--- config.mk ---
export PLATFORM = sky130hd
export DESIGN_NAME = lintc_core
export DESIGN_NICKNAME = d
export VERILOG_FILES = /design/src/lintc_pkg.sv /design/src/lintc_timer.sv /design/src/lintc_core.sv
export SDC_FILE = /design/constraint.sdc
export NUM_CORES = 1
export LEC_CHECK = 0
export BUFFER_PORTS_ARGS = -buffer_cell sky130_fd_sc_hd__buf_2
export CAP_MARGIN = 20
export CORE_AREA = 2 2 101 112
export DETAILED_ROUTE_END_ITERATION = 12
export DIE_AREA = 0 0 103 114
export SLEW_MARGIN = 40
export SYNTH_ARGS = -nofsm -noshare
export SYNTH_HDL_FRONTEND = slang
export SYNTH_SLANG_ARGS = --single-unit
export TNS_END_PERCENT = 20
--- constraint.sdc ---
create_clock -name clk_i -period 3.45 [get_ports clk_i]
set_input_delay 0 -clock clk_i [delete_from_list [all_inputs] [get_ports clk_i]]
set_output_delay 0 -clock clk_i [all_outputs]
set_load 0.005 [all_outputs]
--- src/lintc_pkg.sv ---
// Package of constants and mode encoding for the LIN transceiver control
// What this block does
// - Wake input falling edge moves power-down to ready mode.
// - Transmitter disabled whenever fault/enable pin is low.
// - Bus pull-up disconnected while the transmitter is disabled.
// - Pull fault pin low when transmit low but bus reads high.
// - Pull fault pin low during thermal shutdown.
// - Fault pin stays high when bus matches data or others send.
// - Short fault only valid 25 us after transmit data falls.
// - Bus driven dominant while transmit data low, released when high.
// - Internal transmit data forced to one while transmitter disabled.
// - Transmit data low over 10 ms forces recessive and transmitter-off.
// - After transmit timeout, re-enable on transmit data rising edge.
// - Receive output mirrors the bus pin level.
// - Bus dominant for 25 ms deactivates the transmitter.
// - Bus-dominant timer clears on any recessive bus level.
// - After bus timeout, re-enable on recessive bus with select high.
// - Fault pin driven low to show transmitter-off after bus timeout.
// - Regulator enable high in every mode except power-down.
// - Select fall in operation or transmitter-off enters power-down.
// - Select rise in ready: operation, or transmitter-off if data low.
// - In power-down, bus activity, select high or wake fall go to ready.
// - Transmitter-off returns to operation when faults clear and pin and transmit data are high.
package lintc_pkg;
    localparam int CLK_HZ = 20_000_000;
    localparam int FAULT_VALID_US = 25;
    localparam int TXD_TIMEOUT_MS = 10;
    localparam int BUS_TIMEOUT_MS = 25;
    localparam int BUS_DEBOUNCE_US = 30;
    // Least times round up, longest round down; all stay at least one cycle
    localparam int FAULT_VALID_CYC = (FAULT_VALID_US * (CLK_HZ / 1000) + 999)
        / 1000;
    localparam int TXD_TIMEOUT_CYC = TXD_TIMEOUT_MS * (CLK_HZ / 1000);
    localparam int BUS_TIMEOUT_CYC = BUS_TIMEOUT_MS * (CLK_HZ / 1000);
    localparam int BUS_DEBOUNCE_CYC = (BUS_DEBOUNCE_US * (CLK_HZ / 1000)
        + 999) / 1000;
    localparam int CNT_W = 20;

    typedef enum logic [2:0] {
        LINTC_READY,
        LINTC_OPERATION,
        LINTC_TRANSMITTER_OFF_MODE,
        LINTC_POWER_DOWN
    } lintc_mode_t;
endpackage

--- src/lintc_timer.sv ---
// Saturating duration counter that flags when a level has lasted long enough
module lintc_timer #(
    parameter int LIMIT = 1
) (
    input wire logic clk_i,
    input wire logic rst_i,
    input wire logic run_i,
    output logic expired_o
);
    import lintc_pkg::*;
    localparam logic [CNT_W-1:0] LIMIT_C = CNT_W'(LIMIT);
    logic [CNT_W-1:0] count;
    wire at_limit = (count >= LIMIT_C);

    // Counter clears whenever the watched level drops
    always_ff @(posedge clk_i or posedge rst_i) begin
        if (rst_i) begin
            count <= '0;
        end else if (!run_i) begin
            count <= '0;
        end else if (!at_limit) begin
            count <= count + CNT_W'(1);
        end
    end

    assign expired_o = at_limit;
endmodule

--- src/lintc_core.sv ---
// LIN transceiver mode, fault and timeout control
module lintc_core #(
    parameter int TXD_TIMEOUT = lintc_pkg::TXD_TIMEOUT_CYC,
    parameter int BUS_TIMEOUT = lintc_pkg::BUS_TIMEOUT_CYC
) (
    input wire logic clk_i,
    input wire logic rst_i,
    input wire logic txd_i,
    input wire logic select_i,
    input wire logic wake_i,
    input wire logic thermal_shutdown_i,
    input wire logic bus_line_i,
    output logic bus_line_o,
    output logic bus_line_oe_n_o,
    output logic bus_pullup_en_o,
    input wire logic fault_or_tx_enable_i,
    output logic fault_or_tx_enable_o,
    output logic fault_or_tx_enable_oe_n_o,
    output logic rxd_o,
    output logic rxd_oe_n_o,
    output logic regulator_en_o,
    output lintc_pkg::lintc_mode_t mode_o
);
    import lintc_pkg::*;

    // Two-stage synchronisers; first stage read only by second
    logic [5:0] sync_a;
    logic [5:0] sync_b;
    always_ff @(posedge clk_i or posedge rst_i) begin
        if (rst_i) begin
            // Idle pin levels: a high select here would skip ready mode
            sync_a <= 6'h2e;
            sync_b <= 6'h2e;
        end else begin
            sync_a <= {txd_i, select_i, wake_i, bus_line_i,
                fault_or_tx_enable_i, thermal_shutdown_i};
            sync_b <= sync_a;
        end
    end
    wire txd_s = sync_b[5];
    wire sel_s = sync_b[4];
    wire wake_s = sync_b[3];
    wire bus_s = sync_b[2];
    wire fte_s = sync_b[1];
    wire therm_s = sync_b[0];

    // Previous values for edge detection
    logic txd_d;
    logic sel_d;
    logic wake_d;
    logic sel_seen;
    always_ff @(posedge clk_i or posedge rst_i) begin
        if (rst_i) begin
            txd_d <= 1'b1;
            sel_d <= 1'b0;
            wake_d <= 1'b1;
            sel_seen <= 1'b0;
        end else begin
            txd_d <= txd_s;
            sel_d <= sel_s;
            wake_d <= wake_s;
            sel_seen <= 1'b1;
        end
    end
    wire txd_fall = txd_d & ~txd_s;
    wire txd_rise = ~txd_d & txd_s;
    // Select high already at power-up counts as a rising edge
    wire sel_rise = sel_s & (~sel_d | ~sel_seen);
    wire sel_fall = sel_d & ~sel_s;
    wire wake_fall = wake_d & ~wake_s;

    lintc_mode_t mode;
    logic txd_to_latched;
    logic bus_to_latched;
    logic short_fault;
    logic own_fault_drive;

    // Timers: transmit dominant, bus dominant, bus activity, fault validity
    logic txd_expired;
    logic bus_expired;
    logic activity;
    logic fault_window_ok;
    lintc_timer #(.LIMIT(TXD_TIMEOUT)) u_txd_timer (
        .clk_i(clk_i),
        .rst_i(rst_i),
        .run_i(~txd_s),
        .expired_o(txd_expired)
    );
    lintc_timer #(.LIMIT(BUS_TIMEOUT)) u_bus_timer (
        .clk_i(clk_i),
        .rst_i(rst_i),
        .run_i(~bus_s),
        .expired_o(bus_expired)
    );
    lintc_timer #(.LIMIT(BUS_DEBOUNCE_CYC)) u_activity (
        .clk_i(clk_i),
        .rst_i(rst_i),
        .run_i(~bus_s),
        .expired_o(activity)
    );
    // Window restarts on each transmit fall; propagation masks false shorts
    lintc_timer #(.LIMIT(FAULT_VALID_CYC)) u_fault_window (
        .clk_i(clk_i),
        .rst_i(rst_i),
        .run_i(~txd_s & ~txd_fall),
        .expired_o(fault_window_ok)
    );

    // External low with our own drive off means the host commands disable
    wire ext_disable = ~fte_s & ~own_fault_drive;
    wire tx_allowed = (mode == LINTC_OPERATION) & fte_s;
    // Effective transmit data is forced high whenever disabled
    wire txd_eff = tx_allowed ? txd_s : 1'b1;

    // Short to supply: drive low while bus reads high; valid after window
    wire short_now = tx_allowed & ~txd_s & bus_s & fault_window_ok;
    // Fault reporting: short held until data rises, thermal, bus timeout
    wire next_own_fault = short_fault | short_now | therm_s
        | bus_to_latched;
    wire any_fault = therm_s | txd_to_latched | bus_to_latched | short_fault;

    // Latched fault flags; setting wins over clearing in the same cycle
    always_ff @(posedge clk_i or posedge rst_i) begin
        if (rst_i) begin
            txd_to_latched <= 1'b0;
            bus_to_latched <= 1'b0;
            short_fault <= 1'b0;
        end else begin
            if (txd_expired && mode == LINTC_OPERATION) begin
                txd_to_latched <= 1'b1;
            end else if (txd_rise) begin
                txd_to_latched <= 1'b0;
            end
            if (bus_expired && mode == LINTC_OPERATION) begin
                bus_to_latched <= 1'b1;
            end else if (bus_s && sel_s) begin
                bus_to_latched <= 1'b0;
            end
            if (short_now) begin
                short_fault <= 1'b1;
            end else if (txd_s) begin
                short_fault <= 1'b0;
            end
        end
    end

    // Mode transitions
    lintc_mode_t next_mode;
    always_comb begin
        next_mode = mode;
        unique case (mode)
            LINTC_POWER_DOWN: begin
                if (activity || sel_s || wake_fall) begin
                    next_mode = LINTC_READY;
                end
            end
            LINTC_READY: begin
                if (sel_rise || sel_s) begin
                    next_mode = txd_s ? LINTC_OPERATION
                        : LINTC_TRANSMITTER_OFF_MODE;
                end
            end
            LINTC_OPERATION: begin
                if (sel_fall) begin
                    next_mode = LINTC_POWER_DOWN;
                end else if (any_fault || txd_expired || bus_expired
                    || ext_disable || ~fte_s) begin
                    next_mode = LINTC_TRANSMITTER_OFF_MODE;
                end
            end
            LINTC_TRANSMITTER_OFF_MODE: begin
                if (sel_fall) begin
                    next_mode = LINTC_POWER_DOWN;
                end else if (!any_fault && fte_s && txd_s && sel_s) begin
                    next_mode = LINTC_OPERATION;
                end
            end
        endcase
    end

    always_ff @(posedge clk_i or posedge rst_i) begin
        if (rst_i) begin
            mode <= LINTC_READY;
        end else begin
            mode <= next_mode;
        end
    end

    // Registered pin outputs; open-drain enables are active low
    always_ff @(posedge clk_i or posedge rst_i) begin
        if (rst_i) begin
            own_fault_drive <= 1'b0;
            bus_line_oe_n_o <= 1'b1;
            bus_pullup_en_o <= 1'b0;
            fault_or_tx_enable_oe_n_o <= 1'b1;
            rxd_oe_n_o <= 1'b1;
            regulator_en_o <= 1'b0;
            mode_o <= LINTC_READY;
        end else begin
            own_fault_drive <= next_own_fault;
            fault_or_tx_enable_oe_n_o <= ~next_own_fault;
            bus_line_oe_n_o <= txd_eff;
            bus_pullup_en_o <= (next_mode == LINTC_OPERATION);
            rxd_oe_n_o <= bus_s;
            regulator_en_o <= (next_mode != LINTC_POWER_DOWN);
            mode_o <= next_mode;
        end
    end

    // Open-drain pins only ever pull low
    always_ff @(posedge clk_i or posedge rst_i) begin
        if (rst_i) begin
            bus_line_o <= 1'b0;
            fault_or_tx_enable_o <= 1'b0;
            rxd_o <= 1'b0;
        end else begin
            bus_line_o <= 1'b0;
            fault_or_tx_enable_o <= 1'b0;
            rxd_o <= 1'b0;
        end
    end
endmodule

==> results.yml, run 1 <==
outcome:
  result_of_the_run: "completed"
yosys:
  number_of_synthesized_register_bits: 106
  synth_area_leader_cell: "sky130_fd_sc_hd__dfrtp_1"
  yosysWarnings: 0
  post_synthesis_instance_area_um2: 4670
  netlist_top_cells_area: "sky130_fd_sc_hd__dfrtp_1 50%, sky130_fd_sc_hd__dfstp_2 7.3%, sky130_fd_sc_hd__nor2_1 5.3%"
  synthArstFlopShare_pct: 100
  synthMostInstantiatedCell: "sky130_fd_sc_hd__dfrtp_1"
  yosysSeqAreaShare_pct: 57.2
  yosysTopAreaCellShare_pct: 49.9
  number_of_enable_flip_flop_cells_after_synthesis: 0
  synth.top_cells.by_count: "93 x sky130_fd_sc_hd__dfrtp_1, 66 x sky130_fd_sc_hd__nor2_1, 25 x sky130_fd_sc_hd__nand2_1"
  netlist_instances: 441
  ys.flop_type: "sky130_fd_sc_hd__dfrtp_1"
  synth_cell_types: 49
  post_synthesis_area_per_instance_um2: 10.6
final_layout:
  fin_nets: 476
  layout-drive-gt1-share_pct: 12.5
  final-instance-count-excl-fill: 612
  fillCellCount: 987
  flow.area_growth_from_synthesis_pct: 12.6
  num_antenna_cells: 0
  final_core_util_pct: 49.1
grt:
  gr-usage-met1_pct: 22.4
  globalRouteOverflowTotal: 0
  grt_start_max_net_pins: 63
  grt_util_met2_pct: 24.8
  gr_layer_usage_met3_pct: 3.19
  grt_first_pass_wirelength_um: 14900
  globalRouteTotalUtil_pct: 16.1
  first_global_vias: 3126
  antenna_found_initial: 0
  top_usage_layer: "met2"
clock_tree:
  clock-sinks: 106
  post_cts_setup_buffers: 0
  cts_root_buf: "sky130_fd_sc_hd__clkbuf_16"
  cts_tree: "yes"
  number_of_gates_given_a_new_drive_strength_after_cts: 0
  cts_buf_count: 9
  worst_setup_hold_path_clk_slew_ns: 0.07
  insertion_delay_ns: 0.35
  cts_htree_levels: 3
  clock_path_buffers: 2
  cts_hold_buffers: 7
route:
  vias: 3109
  drt_pass1_iterations: 4
  route.antenna.remaining_nets: 0
  detailedRoute.firstIterationViolations: 122
  wl_um: 8200
  routedWlPerCell_um: 13.4
  drc: 0
  post_drt_via_cell_ratio: 5.08
worst_setup_path:
  critical_path_arrival_ns: 2.33
  worstPathMaxFanout: 12
  setup.worst_path.start_class: "flip-flop"
  critical_r2r_capture: "u_txd_timer.count[17]$_DFFE_PP0P_"
  reg2reg_from: "u_txd_timer.count[10]$_DFFE_PP0P_"
  worst_setup_path_end_kind: "flip-flop"
  worst_ep_required_time_ns: 3.66
  regToRegSetupSlack_ns: 1.33
  worst_r2r_path_depth: 6
  crit_type: "flip-flop to flip-flop"
timing:
  tightest_slew_ns: 0.738
  maxSlewViolCount: 0
  fin_crit_sh_pct: 61.6
  max_freq_mhz: 471
  worst_clock_skew_ns: 0.00961
  fin_crit_ns: 2.12
  setup_viol_count_final: 0
  setup_total_negative_slack_ns: 0
  worst_slew_margin_relative_to_its_limit_pct: 50.8
  hold_viol: 0
  grt_setup_unrepaired: "false"
die:
  core.rowCount: 40
  boundaryPins: 19
  chipWidth_um: 103
  starting_utilization_of_the_core_area_pct: 43.6
  dieArea_um2: 11700
  core_um2: 10700
  die_height_um: 114
min_path:
  min-delay-path-class: "input pin to async pin"
job:
  cap_violations: 0
placement:
  placement.io_buffers: 15
  gp_congestion: 0.811
  placed_cells: 589
  detailed_place_hpwl_um: 5280
power_and_ir_drop:
  irDropWorstVdd_v: 0.000335
  power.density_nw_per_um2: 496
  static-leakage-power_nw: 2.31
  finalPower_w: 0.00260
## kinds of logic after synthesis
group,share of synthesized area [%]
buf+inv,3.40
compound gates,6.11
xor+xnor,8.82
other cells,0.0804
flops,57.2
simple gates,22.3
fa+ha+maj,2.14
## cells in the final DEF (no fill, tap or decap), drive strengths merged, types with 2 or more instances in the layout
cell | synthesis | layout
a211o | 2 | 2
a21o | 2 | 2
a21oi | 12 | 12
a31oi | 4 | 4
and2 | 13 | 13
and3 | 9 | 9
and4 | 3 | 3
buf | 8 | 18
clkbuf | 11 | 10
clkinvlp | 0 | 2
conb | 1 | 3
dfrtp | 93 | 93
dfstp | 13 | 13
dlygate4sd3 | 0 | 7
ha | 8 | 8
inv | 18 | 20
nand2 | 25 | 25
nand3 | 15 | 15
nand3b | 2 | 2
nand4 | 19 | 19
nor2 | 67 | 67
nor2b | 13 | 13
nor3 | 16 | 16
nor3b | 2 | 2
nor4 | 8 | 8
nor4b | 2 | 2
o21ai | 12 | 12
or2 | 2 | 2
or3 | 2 | 2
xnor2 | 23 | 23
xor2 | 24 | 24
## state kept, by name, indices dropped and copies added, names as in the netlist, 3 cells and up
name	flops
mode_o	3
sync_a	6
sync_b	6
u_activity.count	20
u_bus_timer.count	20
u_fault_window.count	20
u_txd_timer.count	20
## worst max-delay path by stage
| stage | start | to | slack [ns] |
|---|---|---|---|
| finish | u_txd_timer.count[10]$_DFFE_PP0P_ | u_txd_timer.count[17]$_DFFE_PP0P_ | 1.33 |
| global route | u_txd_timer.count[10]$_DFFE_PP0P_ | regulator_en_o$_DFF_PP0_ | 1.14 |
| CTS | u_bus_timer.count[6]$_DFFE_PP0P_ | bus_pullup_en_o$_DFF_PP0_ | 1.34 |
| detailed placement | u_bus_timer.count[6]$_DFFE_PP0P_ | bus_pullup_en_o$_DFF_PP0_ | 1.36 |
| global placement | u_txd_timer.count[10]$_DFFE_PP0P_ | u_txd_timer.count[17]$_DFFE_PP0P_ | 1.38 |
| floorplan | rst_i | bus_pullup_en_o$_DFF_PP0_ | 0.68 |
## per-stage QoR
| stage | setup WS, ns | instance area [um^2] | hold slack (ns) |
|---|---|---|---|
| final | 1.33 | 5250 | 0.261 |
| after global routing | 1.14 | 5250 | 0.280 |
| after CTS | 1.34 | 5250 | 0.280 |
| after detailed placement | 1.36 | 4870 | 0.106 |
| after global placement | 1.38 | 4870 | 0.106 |
| after floorplan | 0.683 | 4670 | 0.00448 |
## power breakdown
part           internal, W  leakage, nW  total (W)  switching, W
Clock             0.000589        0.146    0.00106      0.000466
Sequential         0.00129         1.41    0.00135     0.0000626
Combinational    0.0000874        0.754   0.000195      0.000107
Total              0.00197         2.31    0.00260      0.000636
## layout make-up
class	instances	area (um^2)	share of cell area (%)
clock buffers	10	239	4.55
clock inverters	6	71.3	1.36
inverters	18	72.6	1.38
multi-input cells	300	1850	35.2
flip-flops and latches	106	2670	50.9
well taps	147	184	3.50
repair buffers	25	168	3.19
## metal layers
| layer | routed length (um) | share of wire [%] |
|---|---|---|
| met5 | 0 | 0 |
| met4 | 152 | 1.9 |
| met3 | 244 | 3.0 |
| met2 | 3920 | 48 |
| met1 | 3880 | 47 |
## critical path, cell delays in order, from the launching register on
cell                      delay [ns]
sky130_fd_sc_hd__dfrtp_1        0.40
sky130_fd_sc_hd__nand2_1        0.08
sky130_fd_sc_hd__or3_1          0.41
sky130_fd_sc_hd__a41oi_2        0.66
sky130_fd_sc_hd__nor2_1         0.17
sky130_fd_sc_hd__a31oi_1        0.20
sky130_fd_sc_hd__nor2_1         0.06
No activity file was read; power rests on OpenSTA's default activity.
==> run 2, diff against run 1 <==
- clock period: 3.45 -> 2.1 ns (I/O delays scaled with it)
==> results.yml, run 2 (synthesis results as in run 1) <==
outcome:
  result_of_the_run: "completed"
timing:
  grt_setup_unrepaired: "false"
  max_freq_mhz: 526
  worst_slew_margin_relative_to_its_limit_pct: 60.6
  setup_total_negative_slack_ns: 0
  postLayoutSetupSlackWorst_ns: 0.199
  setup_viol_count_final: 0
  fin_crit_sh_pct: 90.5
  fin_crit_ns: 1.90
  maxSlewViolCount: 0
  tightest_slew_ns: 0.588
  worst_clock_skew_ns: 0.00600
  hold_viol: 0
die:
  die_height_um: 114
  starting_utilization_of_the_core_area_pct: 43.6
  core_um2: 10700
  boundaryPins: 19
  chipWidth_um: 103
  dieArea_um2: 11700
  core.rowCount: 40
clock_tree:
  clock-sinks: 106
  worst_setup_hold_path_clk_slew_ns: 0.07
  cts_htree_levels: 3
  cts_root_buf: "sky130_fd_sc_hd__clkbuf_16"
  clock_path_buffers: 2
  cts_tree: "yes"
  cts_buf_count: 9
  post_cts_setup_buffers: 0
  insertion_delay_ns: 0.34
final_layout:
  seq_area_um2: 2670
  final_cell_mix: "93 x sky130_fd_sc_hd__dfrtp_1, 66 x sky130_fd_sc_hd__nor2_1, 25 x sky130_fd_sc_hd__nand2_1"
  layout-drive-gt1-share_pct: 14.1
  fillCellCount: 986
  fin_area_um2: 5320
  layout_commonest_cell: "sky130_fd_sc_hd__dfrtp_1"
  final-instance-count-excl-fill: 623
  area_of_combinational_cells_with_multiple_inputs_um2: 1850
  fin_nets: 487
  flow.area_growth_from_synthesis_pct: 14.0
  num_antenna_cells: 0
  final_core_util_pct: 49.7
route:
  drt_pass1_iterations: 4
  detailedRoute.firstIterationViolations: 109
  route.antenna.remaining_nets: 0
  wl_um: 8150
  routedWlPerCell_um: 13.1
  vias: 3125
  post_drt_via_cell_ratio: 5.02
  drc: 0
worst_setup_path:
  critical_path_arrival_ns: 2.17
  worstPathMaxFanout: 8
  critical-path-slowest-cell: "sky130_fd_sc_hd__dfrtp_1"
  setup.worst_path.start_class: "flip-flop"
  cp_top_family: "simple AND/OR/NAND/NOR gates"
  critical_path_buf_inv_count: 0
  worst_setup_path_end_kind: "flip-flop"
  crit_type: "flip-flop to flip-flop"
  crit_path_cell_trace: "o31ai_2 -> a311oi_2 -> or2_1 -> nor3_4 -> o221ai_2 -> nor3b_2"
  worst_ep_required_time_ns: 2.37
  critical-path-max-stage-delay_ns: 0.43
power_and_ir_drop:
  static-leakage-power_nw: 2.36
  switching_share_pct: 23.6
  internal_power_w: 0.00320
  p_clk_share_pct: 38.9
  seqPwrFrac_pct: 52.9
  irDropWorstVdd_v: 0.000559
  power.density_nw_per_um2: 786
  power_frac_comb_pct: 8.2
  switchingPower_w: 0.000986
placement:
  placed_cells: 600
  detailedPlace.worstSlack_ns: 0.0941
  placement.cell_area_um2: 4960
  placement.io_buffers: 15
  detailed_place_hpwl_um: 5480
  gp_congestion: 0.733
grt:
  globalRouteTotalUtil_pct: 15.6
  globalRouteOverflowTotal: 0
  first_global_vias: 3082
  grt_start_max_net_pins: 50
  antenna_found_initial: 0
  grt_first_pass_wirelength_um: 14200
min_path:
  min-delay-path-class: "input pin to async pin"
job:
  cap_violations: 0
run 2: changes by cell type in the layout (fill, tap and decap cells not counted), sizes merged:
cell      delta
clkinv       +2
inv          -2
clkbuf       +1
buf         +11
clkinvlp     -1
run 2: power groups by stage:
stage	Sequential (W)	Clock (W)	Combinational [W]
finish	0.00221	0.00163	0.000343
CTS	0.00222	0.00169	0.000353
global route	0.00223	0.00178	0.000396
global placement	0.00225	0	0.000334
floorplan	0.00221	0	0.000256
detailed placement	0.00225	0	0.000340
run 2: cell type report:
type	count	area share, %
clock buffers	11	4.37
clock inverters	5	1.01
inverters	18	1.34
multi-input cells	300	34.7
flip-flops and latches	106	50.2
well taps	147	3.46
repair buffers	36	4.94
run 2: metal layers:
layer / vias to the layer above / GRT usage [%] / wire length [um]
li1: 1533 / - / -
met1: 1549 / 21.2 / 4030
met2: 36 / 23.8 / 3720
met3: 7 / 4.11 / 263
met4: 0 / 6.14 / 128
met5: - / 0 / 0
run 2: final timing paths:
kind                                                   from                           endpoint  slack [ns]  depth (start not counted)
setup / recovery           u_bus_timer.count[7]$_DFFE_PP0P_          bus_pullup_en_o$_DFF_PP0_        0.20                          6
hold / removal                                        rst_i  u_bus_timer.count[13]$_DFFE_PP0P_        0.19                          3
setup reg to reg           u_bus_timer.count[7]$_DFFE_PP0P_          bus_pullup_en_o$_DFF_PP0_        0.20                          6
hold reg to reg                         sync_a[4]$_DFF_PP0_                sync_b[4]$_DFF_PP0_        0.35                          0
max in group asynchronous                             rst_i                   wake_d$_DFF_PP1_        1.07                          4
min in group clk_i                     fault_or_tx_enable_i                sync_a[1]$_DFF_PP1_        0.30                          2
run 2: timing repair:
action,CTS,global route
hold buffers,7,0
gates resized for setup,0,1
hold endpoints to repair,65,0
setup endpoints to repair,0,2
run 2: stage by stage:
| stage | total power [W] | hold slack [ns] |
|---|---|---|
| 2_1_floorplan | 0.00247 | 0.00448 |
| 3_3_place_gp | 0.00258 | 0.000868 |
| 3_5_place_dp | 0.00260 | 0.00434 |
| 4_1_cts | 0.00426 | 0.187 |
| 5_1_grt | 0.00441 | 0.222 |
| 6_report | 0.00418 | 0.192 |
run 2: worst reg2reg max path: cells and delay by family, from the launching register on:
family             cells  cell delay, ns
AOI/OAI and AO/OA      3            0.58
DFF                    1            0.43
and+or+nand+nor        3            0.83
